`config.mk`:
```
export PLATFORM = sky130hd
export DESIGN_NAME = pcr_pad_bank
export DESIGN_NICKNAME = d
export VERILOG_FILES = /design/src/pcr_pad_bank.v
export VERILOG_INCLUDE_DIRS = /design/src
export SDC_FILE = /design/constraint.sdc
export NUM_CORES = 1
export LEC_CHECK = 0
export BUFFER_PORTS_ARGS = -buffer_cell sky130_fd_sc_hd__buf_2
export CAP_MARGIN = 10
export CORE_UTILIZATION = 30
export CTS_CLUSTER_SIZE = 12
export DETAILED_ROUTE_END_ITERATION = 8
export GPL_ROUTABILITY_DRIVEN = 0
export PLACE_DENSITY = 0.59
export SYNTH_ARGS = -nofsm -noshare
export SYNTH_HDL_FRONTEND = slang
export SYNTH_SLANG_ARGS = --single-unit
export TNS_END_PERCENT = 10
```
`constraint.sdc`:
```
create_clock -name mclk_i -period 3.1 [get_ports mclk_i]
set_input_delay 0.155 -clock mclk_i [delete_from_list [all_inputs] [get_ports mclk_i]]
set_output_delay 0.155 -clock mclk_i [all_outputs]
set_load 0.01 [all_outputs]
```
`src/pcr_defines.vh`:
```
// Register map, field positions and reset values of the pad control register bank.
`ifndef PCR_DEFINES_VH
`define PCR_DEFINES_VH

// Byte address layout of the register port.
`define PCR_ADDR_W 9
`define PCR_BANK_BIT 8
`define PCR_IDX_HI 7
`define PCR_IDX_LO 2

// Register offsets within a bank.
`define PCR_VSEL_OFS 8'h00
`define PCR_USER_PAD0_OFS 8'h04
`define PCR_USER_PAD29_OFS 8'h78
`define PCR_DBG_CLK_OFS 8'h7c
`define PCR_DBG_DATA_OFS 8'h80
`define PCR_FLASH_CLK_OFS 8'h04
`define PCR_FLASH_SEL_OFS 8'h18

// Pad counts.
`define PCR_USER_PADS 32
`define PCR_FLASH_PADS 6

// Field positions within a pad register and the voltage select register.
`define PCR_OUT_DIS_BIT 7
`define PCR_IN_EN_BIT 6
`define PCR_DRV_HI 5
`define PCR_DRV_LO 4
`define PCR_PU_BIT 3
`define PCR_PD_BIT 2
`define PCR_HYS_BIT 1
`define PCR_FAST_BIT 0
`define PCR_VSEL_BIT 0

// Reset values.
`define PCR_VSEL_RST 1'h0
`define PCR_GEN_PAD_RST 8'h56
`define PCR_DBG_CLK_RST 8'hda
`define PCR_DBG_DATA_RST 8'h5a
`define PCR_FLASH_CLK_RST 8'h56
`define PCR_FLASH_DATA_RST 8'h52
`define PCR_FLASH_SEL_RST 8'h5a

`endif

```
`src/pcr_pad_bank.v`:
```
// Pad control register bank for the user and flash-interface pad banks.
//
// How it works
// - Per-bank voltage select bit 0, reset 0.
// - Bit 7 blocks peripheral output enable.
// - Bit 6 is read-write pad input enable.
// - Bits 5:4 drive strength code to pad.
// - Bit 3 pull-up, bit 2 pull-down.
// - Bit 1 read-write hysteresis enable.
// - Bit 0 selects fast or slow slew.
// - Upper register bits reserved, no function.
// - User map: select, pads, debug clock, data.
// - Flash map: select, clock, data, select pad.
// - Debug clock pad register reset value.
// - Flash data pad register reset value.
// - General user pads reset pulled low.
`timescale 1ns/1ps
`default_nettype none
`include "pcr_defines.vh"

module pcr_pad_bank #(
    parameter USER_PADS = `PCR_USER_PADS,
    parameter FLASH_PADS = `PCR_FLASH_PADS
) (
    // Clock and reset
    input wire mclk_i,
    input wire sys_rst_i,
    // Register port
    input wire [`PCR_ADDR_W-1:0] addr_i,
    input wire [31:0] wdata_i,
    input wire wr_i,
    input wire rd_i,
    output wire [31:0] rdata_o,
    // Peripheral output enables
    input wire [USER_PADS-1:0] user_periph_oe_i,
    input wire [FLASH_PADS-1:0] flash_periph_oe_i,
    // User bank pad controls
    output wire user_io_supply_sel_o,
    output wire [USER_PADS-1:0] user_pad_oe_o,
    output wire [USER_PADS-1:0] user_pad_input_enable_o,
    output wire [2*USER_PADS-1:0] user_drive_o,
    output wire [USER_PADS-1:0] user_pull_up_enable_o,
    output wire [USER_PADS-1:0] user_pull_down_enable_o,
    output wire [USER_PADS-1:0] user_hysteresis_o,
    output wire [USER_PADS-1:0] user_fast_edge_select_o,
    // Flash bank pad controls
    output wire flash_io_supply_sel_o,
    output wire [FLASH_PADS-1:0] flash_pad_oe_o,
    output wire [FLASH_PADS-1:0] flash_pad_input_enable_o,
    output wire [2*FLASH_PADS-1:0] flash_drive_o,
    output wire [FLASH_PADS-1:0] flash_pull_up_enable_o,
    output wire [FLASH_PADS-1:0] flash_pull_down_enable_o,
    output wire [FLASH_PADS-1:0] flash_hysteresis_o,
    output wire [FLASH_PADS-1:0] flash_fast_edge_select_o
);

    ////////////////////////////////////////////////////////////////////////////
    // Storage and decode.

    reg user_vsel_q;
    reg flash_vsel_q;
    reg [31:0] rdata_q;
    reg [31:0] rdata_d;

    // Stored pad bytes, pad n at [8n+7:8n], so the read path can index them.
    wire [8*USER_PADS-1:0] user_ctrl;
    wire [8*FLASH_PADS-1:0] flash_ctrl;
    wire [USER_PADS-1:0] user_we;
    wire [FLASH_PADS-1:0] flash_we;

    wire user_vsel_wr;
    wire user_pad_wr;
    wire user_vsel_rd;
    wire user_pad_rd;
    wire [5:0] user_slot;

    wire flash_vsel_wr;
    wire flash_pad_wr;
    wire flash_vsel_rd;
    wire flash_pad_rd;
    wire [5:0] flash_slot;

    function [7:0] user_rst;
        input integer i;
        begin
            if (i == USER_PADS - 2)
                user_rst = `PCR_DBG_CLK_RST;
            else if (i == USER_PADS - 1)
                user_rst = `PCR_DBG_DATA_RST;
            else
                user_rst = `PCR_GEN_PAD_RST;
        end
    endfunction

    function [7:0] flash_rst;
        input integer i;
        begin
            if (i == 0)
                flash_rst = `PCR_FLASH_CLK_RST;
            else if (i == FLASH_PADS - 1)
                flash_rst = `PCR_FLASH_SEL_RST;
            else
                flash_rst = `PCR_FLASH_DATA_RST;
        end
    endfunction

    ////////////////////////////////////////////////////////////////////////////
    // Address decode, one copy per bank.

    pcr_bank_decode #(
        .FIRST_OFS(`PCR_USER_PAD0_OFS),
        .LAST_OFS(`PCR_DBG_DATA_OFS),
        .BANK_SEL(1'b0)
    ) pcr_bank_decode_user_i (
        .addr_i(addr_i),
        .wr_i(wr_i),
        .rd_i(rd_i),
        .vsel_wr_o(user_vsel_wr),
        .pad_wr_o(user_pad_wr),
        .vsel_rd_o(user_vsel_rd),
        .pad_rd_o(user_pad_rd),
        .slot_o(user_slot)
    );

    pcr_bank_decode #(
        .FIRST_OFS(`PCR_FLASH_CLK_OFS),
        .LAST_OFS(`PCR_FLASH_SEL_OFS),
        .BANK_SEL(1'b1)
    ) pcr_bank_decode_flash_i (
        .addr_i(addr_i),
        .wr_i(wr_i),
        .rd_i(rd_i),
        .vsel_wr_o(flash_vsel_wr),
        .pad_wr_o(flash_pad_wr),
        .vsel_rd_o(flash_vsel_rd),
        .pad_rd_o(flash_pad_rd),
        .slot_o(flash_slot)
    );

    ////////////////////////////////////////////////////////////////////////////
    // Voltage select bits. Only bit 0 is stored, so reserved bits drop.

    always @(posedge mclk_i) begin
        if (sys_rst_i) begin
            user_vsel_q <= `PCR_VSEL_RST;
            flash_vsel_q <= `PCR_VSEL_RST;
        end else begin
            if (user_vsel_wr)
                user_vsel_q <= wdata_i[`PCR_VSEL_BIT];
            if (flash_vsel_wr)
                flash_vsel_q <= wdata_i[`PCR_VSEL_BIT];
        end
    end

    ////////////////////////////////////////////////////////////////////////////
    // Read path: data stand in the cycle after the strobe, zero elsewhere.

    always @* begin
        rdata_d = 32'h0000_0000;
        if (user_vsel_rd)
            rdata_d = {31'h0000_0000, user_vsel_q};
        else if (flash_vsel_rd)
            rdata_d = {31'h0000_0000, flash_vsel_q};
        else if (user_pad_rd)
            rdata_d = {24'h00_0000, user_ctrl[{user_slot[4:0], 3'b000} +: 8]};
        else if (flash_pad_rd)
            rdata_d = {24'h00_0000, flash_ctrl[{flash_slot[2:0], 3'b000} +: 8]};
    end

    always @(posedge mclk_i) begin
        if (sys_rst_i)
            rdata_q <= 32'h0000_0000;
        else
            rdata_q <= rdata_d;
    end

    assign rdata_o = rdata_q;

    ////////////////////////////////////////////////////////////////////////////
    // Static pad control lines, straight from the stored fields.

    assign user_io_supply_sel_o = user_vsel_q;
    assign flash_io_supply_sel_o = flash_vsel_q;

    ////////////////////////////////////////////////////////////////////////////
    // One pad register per pad, each with its own write enable.

    genvar g;
    generate
        for (g = 0; g < USER_PADS; g = g + 1) begin : g_user
            assign user_we[g] = user_pad_wr && (user_slot == g);
            pcr_pad_reg #(
                .RST_VAL(user_rst(g))
            ) pcr_pad_reg_i (
                .mclk_i(mclk_i),
                .sys_rst_i(sys_rst_i),
                .we_i(user_we[g]),
                .wdata_i(wdata_i[7:0]),
                .periph_oe_i(user_periph_oe_i[g]),
                .ctrl_o(user_ctrl[8*g+7:8*g]),
                .pad_oe_o(user_pad_oe_o[g]),
                .input_enable_o(user_pad_input_enable_o[g]),
                .drive_o(user_drive_o[2*g+1:2*g]),
                .pull_up_enable_o(user_pull_up_enable_o[g]),
                .pull_down_enable_o(user_pull_down_enable_o[g]),
                .hysteresis_o(user_hysteresis_o[g]),
                .fast_edge_select_o(user_fast_edge_select_o[g])
            );
        end
        for (g = 0; g < FLASH_PADS; g = g + 1) begin : g_flash
            assign flash_we[g] = flash_pad_wr && (flash_slot == g);
            pcr_pad_reg #(
                .RST_VAL(flash_rst(g))
            ) pcr_pad_reg_i (
                .mclk_i(mclk_i),
                .sys_rst_i(sys_rst_i),
                .we_i(flash_we[g]),
                .wdata_i(wdata_i[7:0]),
                .periph_oe_i(flash_periph_oe_i[g]),
                .ctrl_o(flash_ctrl[8*g+7:8*g]),
                .pad_oe_o(flash_pad_oe_o[g]),
                .input_enable_o(flash_pad_input_enable_o[g]),
                .drive_o(flash_drive_o[2*g+1:2*g]),
                .pull_up_enable_o(flash_pull_up_enable_o[g]),
                .pull_down_enable_o(flash_pull_down_enable_o[g]),
                .hysteresis_o(flash_hysteresis_o[g]),
                .fast_edge_select_o(flash_fast_edge_select_o[g])
            );
        end
    endgenerate

endmodule // pcr_pad_bank

////////////////////////////////////////////////////////////////////////////////
// Address decode for one bank: voltage select word and a window of pad words.

module pcr_bank_decode #(
    parameter [7:0] FIRST_OFS = 8'h04,
    parameter [7:0] LAST_OFS = 8'h04,
    parameter [0:0] BANK_SEL = 1'b0
) (
    // Register port
    input wire [`PCR_ADDR_W-1:0] addr_i,
    input wire wr_i,
    input wire rd_i,
    // Decoded selects
    output wire vsel_wr_o,
    output wire pad_wr_o,
    output wire vsel_rd_o,
    output wire pad_rd_o,
    output wire [5:0] slot_o
);

    wire [7:0] ofs = {addr_i[`PCR_IDX_HI:`PCR_IDX_LO], 2'b00};
    // A misaligned address matches nothing, so it neither writes nor reads.
    wire in_bank = (addr_i[`PCR_BANK_BIT] == BANK_SEL) && (addr_i[1:0] == 2'b00);
    wire is_vsel = (ofs == `PCR_VSEL_OFS);
    wire is_pad = (ofs >= FIRST_OFS) && (ofs <= LAST_OFS);

    assign vsel_wr_o = wr_i && in_bank && is_vsel;
    assign pad_wr_o = wr_i && in_bank && is_pad;
    assign vsel_rd_o = rd_i && in_bank && is_vsel;
    assign pad_rd_o = rd_i && in_bank && is_pad;

    // Pad slot is the word index less one; only meaningful while a pad is hit.
    assign slot_o = addr_i[`PCR_IDX_HI:`PCR_IDX_LO] - 6'h01;

endmodule // pcr_bank_decode

////////////////////////////////////////////////////////////////////////////////
// One pad control register with its output enable gate.

module pcr_pad_reg #(
    parameter [7:0] RST_VAL = 8'h00
) (
    // Clock and reset
    input wire mclk_i,
    input wire sys_rst_i,
    // Register write
    input wire we_i,
    input wire [7:0] wdata_i,
    // Peripheral output enable
    input wire periph_oe_i,
    // Stored byte for read back
    output wire [7:0] ctrl_o,
    // Pad cell controls
    output wire pad_oe_o,
    output wire input_enable_o,
    output wire [1:0] drive_o,
    output wire pull_up_enable_o,
    output wire pull_down_enable_o,
    output wire hysteresis_o,
    output wire fast_edge_select_o
);

    reg [7:0] ctrl_q;
    reg oe_q;

    // Only the eight defined bits have flops, so reserved bits cannot hold a value.
    always @(posedge mclk_i) begin
        if (sys_rst_i)
            ctrl_q <= RST_VAL;
        else if (we_i)
            ctrl_q <= wdata_i;
    end

    // The enable is registered so the pad sees a flop; the cost is that a
    // peripheral request reaches the pad one cycle late.
    always @(posedge mclk_i) begin
        if (sys_rst_i)
            oe_q <= 1'b0;
        else
            oe_q <= periph_oe_i & ~ctrl_q[`PCR_OUT_DIS_BIT];
    end

    assign ctrl_o = ctrl_q;
    assign pad_oe_o = oe_q;
    assign input_enable_o = ctrl_q[`PCR_IN_EN_BIT];
    assign drive_o = ctrl_q[`PCR_DRV_HI:`PCR_DRV_LO];
    assign pull_up_enable_o = ctrl_q[`PCR_PU_BIT];
    assign pull_down_enable_o = ctrl_q[`PCR_PD_BIT];
    assign hysteresis_o = ctrl_q[`PCR_HYS_BIT];
    assign fast_edge_select_o = ctrl_q[`PCR_FAST_BIT];

endmodule // pcr_pad_reg
`default_nettype wire

```
Word level (Yosys, flattened, before mapping)

Index checks and enable logic that the tools add are counted.

Input port bits: 83
Word-level logic and storage cells: 258
Register bits: 376
Output and inout port bits: 338

Bitwise logic cells: 77
Eq/ne operators: 31
Reductions and logical operators: 59
Multiplexer cells: 4
Order comparisons: 3
Add/sub/neg operators: 1
Shift-type cells: 2

Operators by type and width:

| operator                                                                             | count |
|---|---|
| 256-bit by 9-bit indexed part select with 8-bit output                               | 1 |
| 6-bit by 5-bit == test with 1-bit output (second input constant)                     | 16 |
| 1-bit logical AND                                                                    | 54 |
| 6-bit by 4-bit == test with 1-bit output (second input constant)                     | 8 |
| 48-bit by 7-bit indexed part select with 8-bit output                                | 1 |
| 1-bit inverter                                                                       | 39 |
| 1-bit AND                                                                            | 38 |
| 6-bit by 3-bit == test with 1-bit output (second input constant)                     | 4 |
| 8-bit 2-to-1 mux                                                                     | 2 |
| 6-bit by 2-bit == test with 1-bit output (second input constant)                     | 2 |
| 8-bit by 3-bit greater-or-equal comparator with 1-bit output (second input constant) | 1 |
| 8-bit by 5-bit less-or-equal comparator with 1-bit output (second input constant)    | 1 |
| 8-bit less-or-equal comparator (second input constant)                               | 1 |
| 8-bit logical NOT                                                                    | 1 |
| 6-bit by 1-bit == test with 1-bit output (second input constant)                     | 1 |
| 6-bit logical NOT                                                                    | 1 |
| 6-bit by 1-bit subtractor with 6-bit output (second input constant)                  | 1 |
| 4-bit OR reduction                                                                   | 1 |
| 3-bit OR reduction                                                                   | 1 |
| 2-bit logical NOT                                                                    | 1 |
| 1-bit 2-to-1 mux                                                                     | 2 |

Depth between registers and ports, before layout

Word-level depth: 8
Mapped depth: 15
Depth with buffers taken out: 8

Modules after synthesis

A second synthesis with hierarchy kept.

Cells, all modules: 1,691
Area, all modules: 17,964.7 µm²

By module, submodules not included:

| module                                     | seq. area each (µm²) | area an instance (µm²) | times used | cells each |
|---|---|---|---|---|
| pcr_pad_reg (g_flash[0].pcr_pad_reg_i ...) | 180.2                | 376.6                  | 37         | 35 |
| pcr_pad_bank                               | 200.2                | 3,296.9                | 1          | 308 |
| pcr_pad_reg (g_user[30].pcr_pad_reg_i)     | 180.2                | 380.4                  | 1          | 35 |
| pcr_bank_decode (pcr_bank_decode_flash_i)  | 0.0                  | 181.4                  | 1          | 27 |
| pcr_bank_decode (pcr_bank_decode_user_i)   | 0.0                  | 171.4                  | 1          | 26 |

Least setup slack after synthesis

Ideal clock, no wire load.

Kind: input port to flip-flop
Start point: input port addr_i[2]
End point: register rdata_q[1], in the netlist rdata_o[1]
Cell stages on the path: 13
Setup time: 0.116 ns
Setup slack: -0.275 ns
Data required time: 2.984 ns
Data arrival time: 3.258 ns
Buffers on the path: 7
Path through: buf_2 buf_2 buf_2 inv_1 ha_1 buf_2 buf_2 clkbuf_1 clkbuf_1 mux4_2 a222oi_1 nand3b_1 o211a_1

Longest elaborated chain between the ends: 5
Elaborated cells on any way between the ends: 16
Classes of those cells: add/sub (1); order compare (3); shift (2); mux (2); reduce/logical (8)

Ends and longest elaborated chain:

| element                                                                                             | line               | text |
|---|---|---|
| start, declared                                                                                     | pcr_pad_bank.v:29  | `` input wire [`PCR_ADDR_W-1:0] addr_i, `` |
| parallel branches: the longest is 5 deep, another holds 6-bit by 1-bit subtractor with 6-bit output | --                 |  |
| end signal, assigned                                                                                | pcr_pad_bank.v:174 | `rdata_q <= rdata_d;` |
| end, declared                                                                                       | pcr_pad_bank.v:62  | `reg [31:0] rdata_q;` |

Several ways; the timed one is not identified.
A chain may end at the register's enable or synchronous reset.

Worst setup path in the final report

Start point: input port addr_i[0]
End point: register g_user[9].pcr_pad_reg_i.ctrl_q[2]

Longest elaborated chain between the ends: 5

Ends and longest elaborated chain:

| element                         | line               | text |
|---|---|---|
| 2-bit logical NOT               | pcr_pad_bank.v:256 | `` wire in_bank = (addr_i[`PCR_BANK_BIT] == BANK_SEL) && (addr_i[1:0] == 2'b00); `` |
| 1-bit logical AND               | pcr_pad_bank.v:256 |  |
| 1-bit logical AND (2 in series) | pcr_pad_bank.v:261 | `assign pad_wr_o = wr_i && in_bank && is_pad;` |
| 1-bit logical AND               | pcr_pad_bank.v:191 | `assign user_we[g] = user_pad_wr && (user_slot == g);` |
| end signal, assigned            | pcr_pad_bank.v:304 | `ctrl_q <= wdata_i;` |
| end, declared                   | pcr_pad_bank.v:296 | `reg [7:0] ctrl_q;` |

Every way passes these cells.

==> summary.txt <==
Status: finished, final reports clean
Die Y: 245 microns
Nets@finish: 2075
Sink Count: 352
HP Class: primary input to flip-flop
Setup crit start kind: primary input
Ports: 421
Xor/xnor share of the synthesized area: 0.197%
Fmax: 389 MHz
Post-DP Area: 18200 sq um
Initial antenna violation count: 7
Critical path destination: g_user[9].pcr_pad_reg_i.ctrl_o[2]
Sequential element share of the synthesized area: 39.7%
Worst slew margin: 33.8%
Adder-cell area share of the yosys netlist: 0.352%
Post-route ant nets: 0
Final Cell Area: 20000 sq um
Data required, critical path: 3580 ps
Core Util, Final: 34.5%
Simple-Gate Fraction of Synth Area: 15.6%
Total Power: 10.3 mW
Vias in the first global route: 13.4k
Largest net degree at the start of global routing: 130
Reg-to-reg slack, setup: 1150 ps
Number of max-cap violations: 0
Routed vias: 14.2k
Port Buffer Count: 372
GRT overflow: 0
Slowest Stage Delay on Critical Path: 560 ps
Lkg Pwr: 7.55 nW
CP startpoint: addr_i[0]
Yosys warnings: 0
Clk root buf: clkbuf_16
Drt first pass iters: 5
Clock Skew: 11.8 ps
DRC viols: 0
Initial Utilization: 30.6%
DRT iter0 DRCs: 1269
Mapped Area: 17800 sq um
Site Rows: 88
Post-synthesis compound-gate area fraction: 11.7%
Dpl hpwl: 47100 microns
Post-route setup TNS: 0 ps
Synth Instances: 1921
RSZ-0062 raised after global routing: false
Slowest cell on crit path: dlygate4sd3_1
Syn-to-layout area delta: 12.7%
Pwr dens: 512 nW/um^2
WS Path Type: primary input to flip-flop
Final Hold Fails: 0
Share of cells above drive strength 1: 30.2%
Worst skew pair latency: 560 ps
Endpoints failing setup: 0
CP endpoint kind: flip-flop
Fin. max-slew vios: 0
R2R cell count: 5
TritonCTS buffer count: 42
H-tree levels: 2
Post-synthesis mux area share: 14.7%
Critical path fanouts, max: 9
Number of synthesized register bits: 352
Fin crit share: 83.0%
Fin crit period: 2570 ps
Crit-path cells: dlygate4sd3_1 > buf_2 > nor4b_1 > o221a_2 > and4_1 > and3_1 > buf_4 > nor3_1 > a21oi_1
First-pass GRT wire length: 92800 microns
Arrival time worst endpoint: 3060 ps
Post-synth cell types: 56
Postcts setup bufs: 0
Post-synth EDFFs: 0
Max Root-Sink Buffers: 3
Die X: 245 microns
Post-Route WL: 64800 microns
Slew @ Worst Pin: 989 ps
Async S/R FF share, synth: 0%
CTS tree: built
Gr usage total: 20.9%
Mean Syn Cell Area: 9.25 sq um
Register area: 7050 sq um
Min Hold Slack: 55.5 ps
Clock-pin transition on the worst setup and hold timing paths: 60 ps
Reg-to-reg startpoint: g_user[22].pcr_pad_reg_i.ctrl_o[2]
Maximum VDD drop: 418 uV
R2R Path End: rdata_o[2]
WL/cell: 23.3 microns
Main combinational cell family by area after synthesis: buffers and inverters
Die area: 60200 sq um
Layout fillers: 5932
Via density: 5.11
Multi-input logic area: 7710 sq um
Core footprint: 58100 sq um
Top FF cell, synth: dfxtp_1
-- flip-flops by register name, summed over array words and instances, names as in the netlist --
name and count:
user_io_supply_sel_o 1, flash_io_supply_sel_o 1, g_user.pcr_pad_reg_i.pad_oe_o 32, g_flash.pcr_pad_reg_i.ctrl_o 48
g_user.pcr_pad_reg_i.ctrl_o 256, g_flash.pcr_pad_reg_i.pad_oe_o 6, rdata_o 8
-- kinds of logic (layout without fill, tap and decap cells) --
group | count (synthesis) | after routing
flip-flops | 352 | 352
multiplexers | 170 | 170
buffers and inverters | 492 | 564
adder cells (fa/ha/maj) | 5 | 5
AO/OA/AOI/OAI | 346 | 346
other | 1 | 28
AND/OR/NAND/NOR | 551 | 551
XOR/XNOR | 4 | 4
-- what timing repair did --
action | in CTS | in global routing
hold buffers | 41 | 0
endpoints found under the setup margin | 0 | 0
gates resized for setup | 0 | 0
hold endpoints to repair | 40 | 0
-- power breakdown --
part           internal [mW]  total (mW)  leakage, nW  switching [mW]
combinational          0.257       0.722         4.04           0.465
sequential              4.55        4.56         2.85         0.00741
clock                   2.95        4.97        0.662            2.02
total                   7.76        10.3         7.55            2.49
-- cell usage after synthesis (2+ instances only) --
| master | n | area share, % |
|---|---|---|
| a21oi_1 | 147 | 4.1 |
| dfxtp_1 | 352 | 40 |
| and4_1 | 4 | 0.20 |
| buf_6 | 3 | 0.19 |
| and3_1 | 13 | 0.46 |
| xnor2_1 | 2 | 0.099 |
| nand3_1 | 34 | 0.96 |
| nand3b_1 | 51 | 2.2 |
| xor2_1 | 2 | 0.099 |
| o211a_1 | 3 | 0.17 |
| buf_1 | 22 | 0.46 |
| o211ai_1 | 4 | 0.17 |
| o21ai_0 | 106 | 3.0 |
| nor2_1 | 134 | 2.8 |
| nor4b_1 | 3 | 0.15 |
| buf_4 | 334 | 14 |
| mux2_2 | 8 | 0.51 |
| a31oi_1 | 2 | 0.070 |
| nor3b_1 | 38 | 1.6 |
| nand2b_1 | 3 | 0.11 |
| nor3_1 | 62 | 1.7 |
| nand2_1 | 147 | 3.1 |
| nor2b_1 | 48 | 1.7 |
| o221ai_1 | 2 | 0.099 |
| a22oi_1 | 10 | 0.42 |
| a211o_1 | 48 | 2.4 |
| a22o_1 | 3 | 0.15 |
| a222oi_1 | 6 | 0.34 |
| mux2i_1 | 90 | 5.1 |
| buf_2 | 32 | 0.90 |
| mux4_2 | 72 | 9.1 |
| and2_1 | 2 | 0.070 |
| clkbuf_1 | 97 | 2.0 |
| ha_1 | 5 | 0.35 |
| o21a_1 | 2 | 0.084 |
| o31ai_1 | 3 | 0.13 |
| nand4_1 | 5 | 0.18 |
| inv_1 | 4 | 0.084 |
-- worst min-delay path by stage --
stage / start / end / slack (ps) / cells after the start
after floorplan: user_periph_oe_i[30] / g_user[30].pcr_pad_reg_i.pad_oe_o / 280 / 1
after global placement: user_periph_oe_i[30] / g_user[30].pcr_pad_reg_i.pad_oe_o / 370 / 2
after detailed placement: user_periph_oe_i[30] / g_user[30].pcr_pad_reg_i.pad_oe_o / 370 / 2
after CTS: addr_i[8] / flash_io_supply_sel_o / 10 / 4
after global routing: addr_i[8] / flash_io_supply_sel_o / 90 / 4
final: addr_i[8] / flash_io_supply_sel_o / 60 / 4
-- worst max-delay path, delay by kind of cell --
kind / cells / cell delay, ps
AOI/OAI and AO/OA: 2 / 480
buffers and inverters: 3 / 970
and+or+nand+nor: 4 / 1450
-- cell usage in the layout (no fill, tap or decap), types with 48 or more instances in the layout --
cell type	Yosys	layout
o21ai_0	106	106
a211o_1	48	48
dfxtp_1	352	352
mux2i_1	90	90
nor2_1	134	134
nor2b_1	48	48
mux4_2	72	72
buf_4	334	68
nor3_1	62	56
a21oi_1	147	147
nand2_1	147	147
nand3b_1	51	51
buf_2	32	370
-- cell type report --
class	instances	share of cell area [%]
Antenna cell	4	0.0500
Timing Repair Buffer	487	14.6
Clock inverter	12	0.637
Inverter	4	0.0750
Sequential cell	352	35.2
Tap cell	765	4.78
Multi-Input combinational cell	1100	38.5
Clock buffer	61	6.22
-- layer usage --
layer	global-route usage, %	vias up	routed length (microns)
met2	33.3	613	29900
met1	27.0	7029	27200
met4	8.22	6	2600
li1	-	6472	-
met3	5.11	115	5050
met5	0	-	36
-- per-stage QoR --
stage          setup WS [ps]  cells
6_report                 528   2785
5_1_grt                  346   2784
4_1_cts                  598   2781
3_5_place_dp             288   2667
3_3_place_gp             336   2667
2_1_floorplan          -8.27   1944
Power figures use the tool's default switching activity.
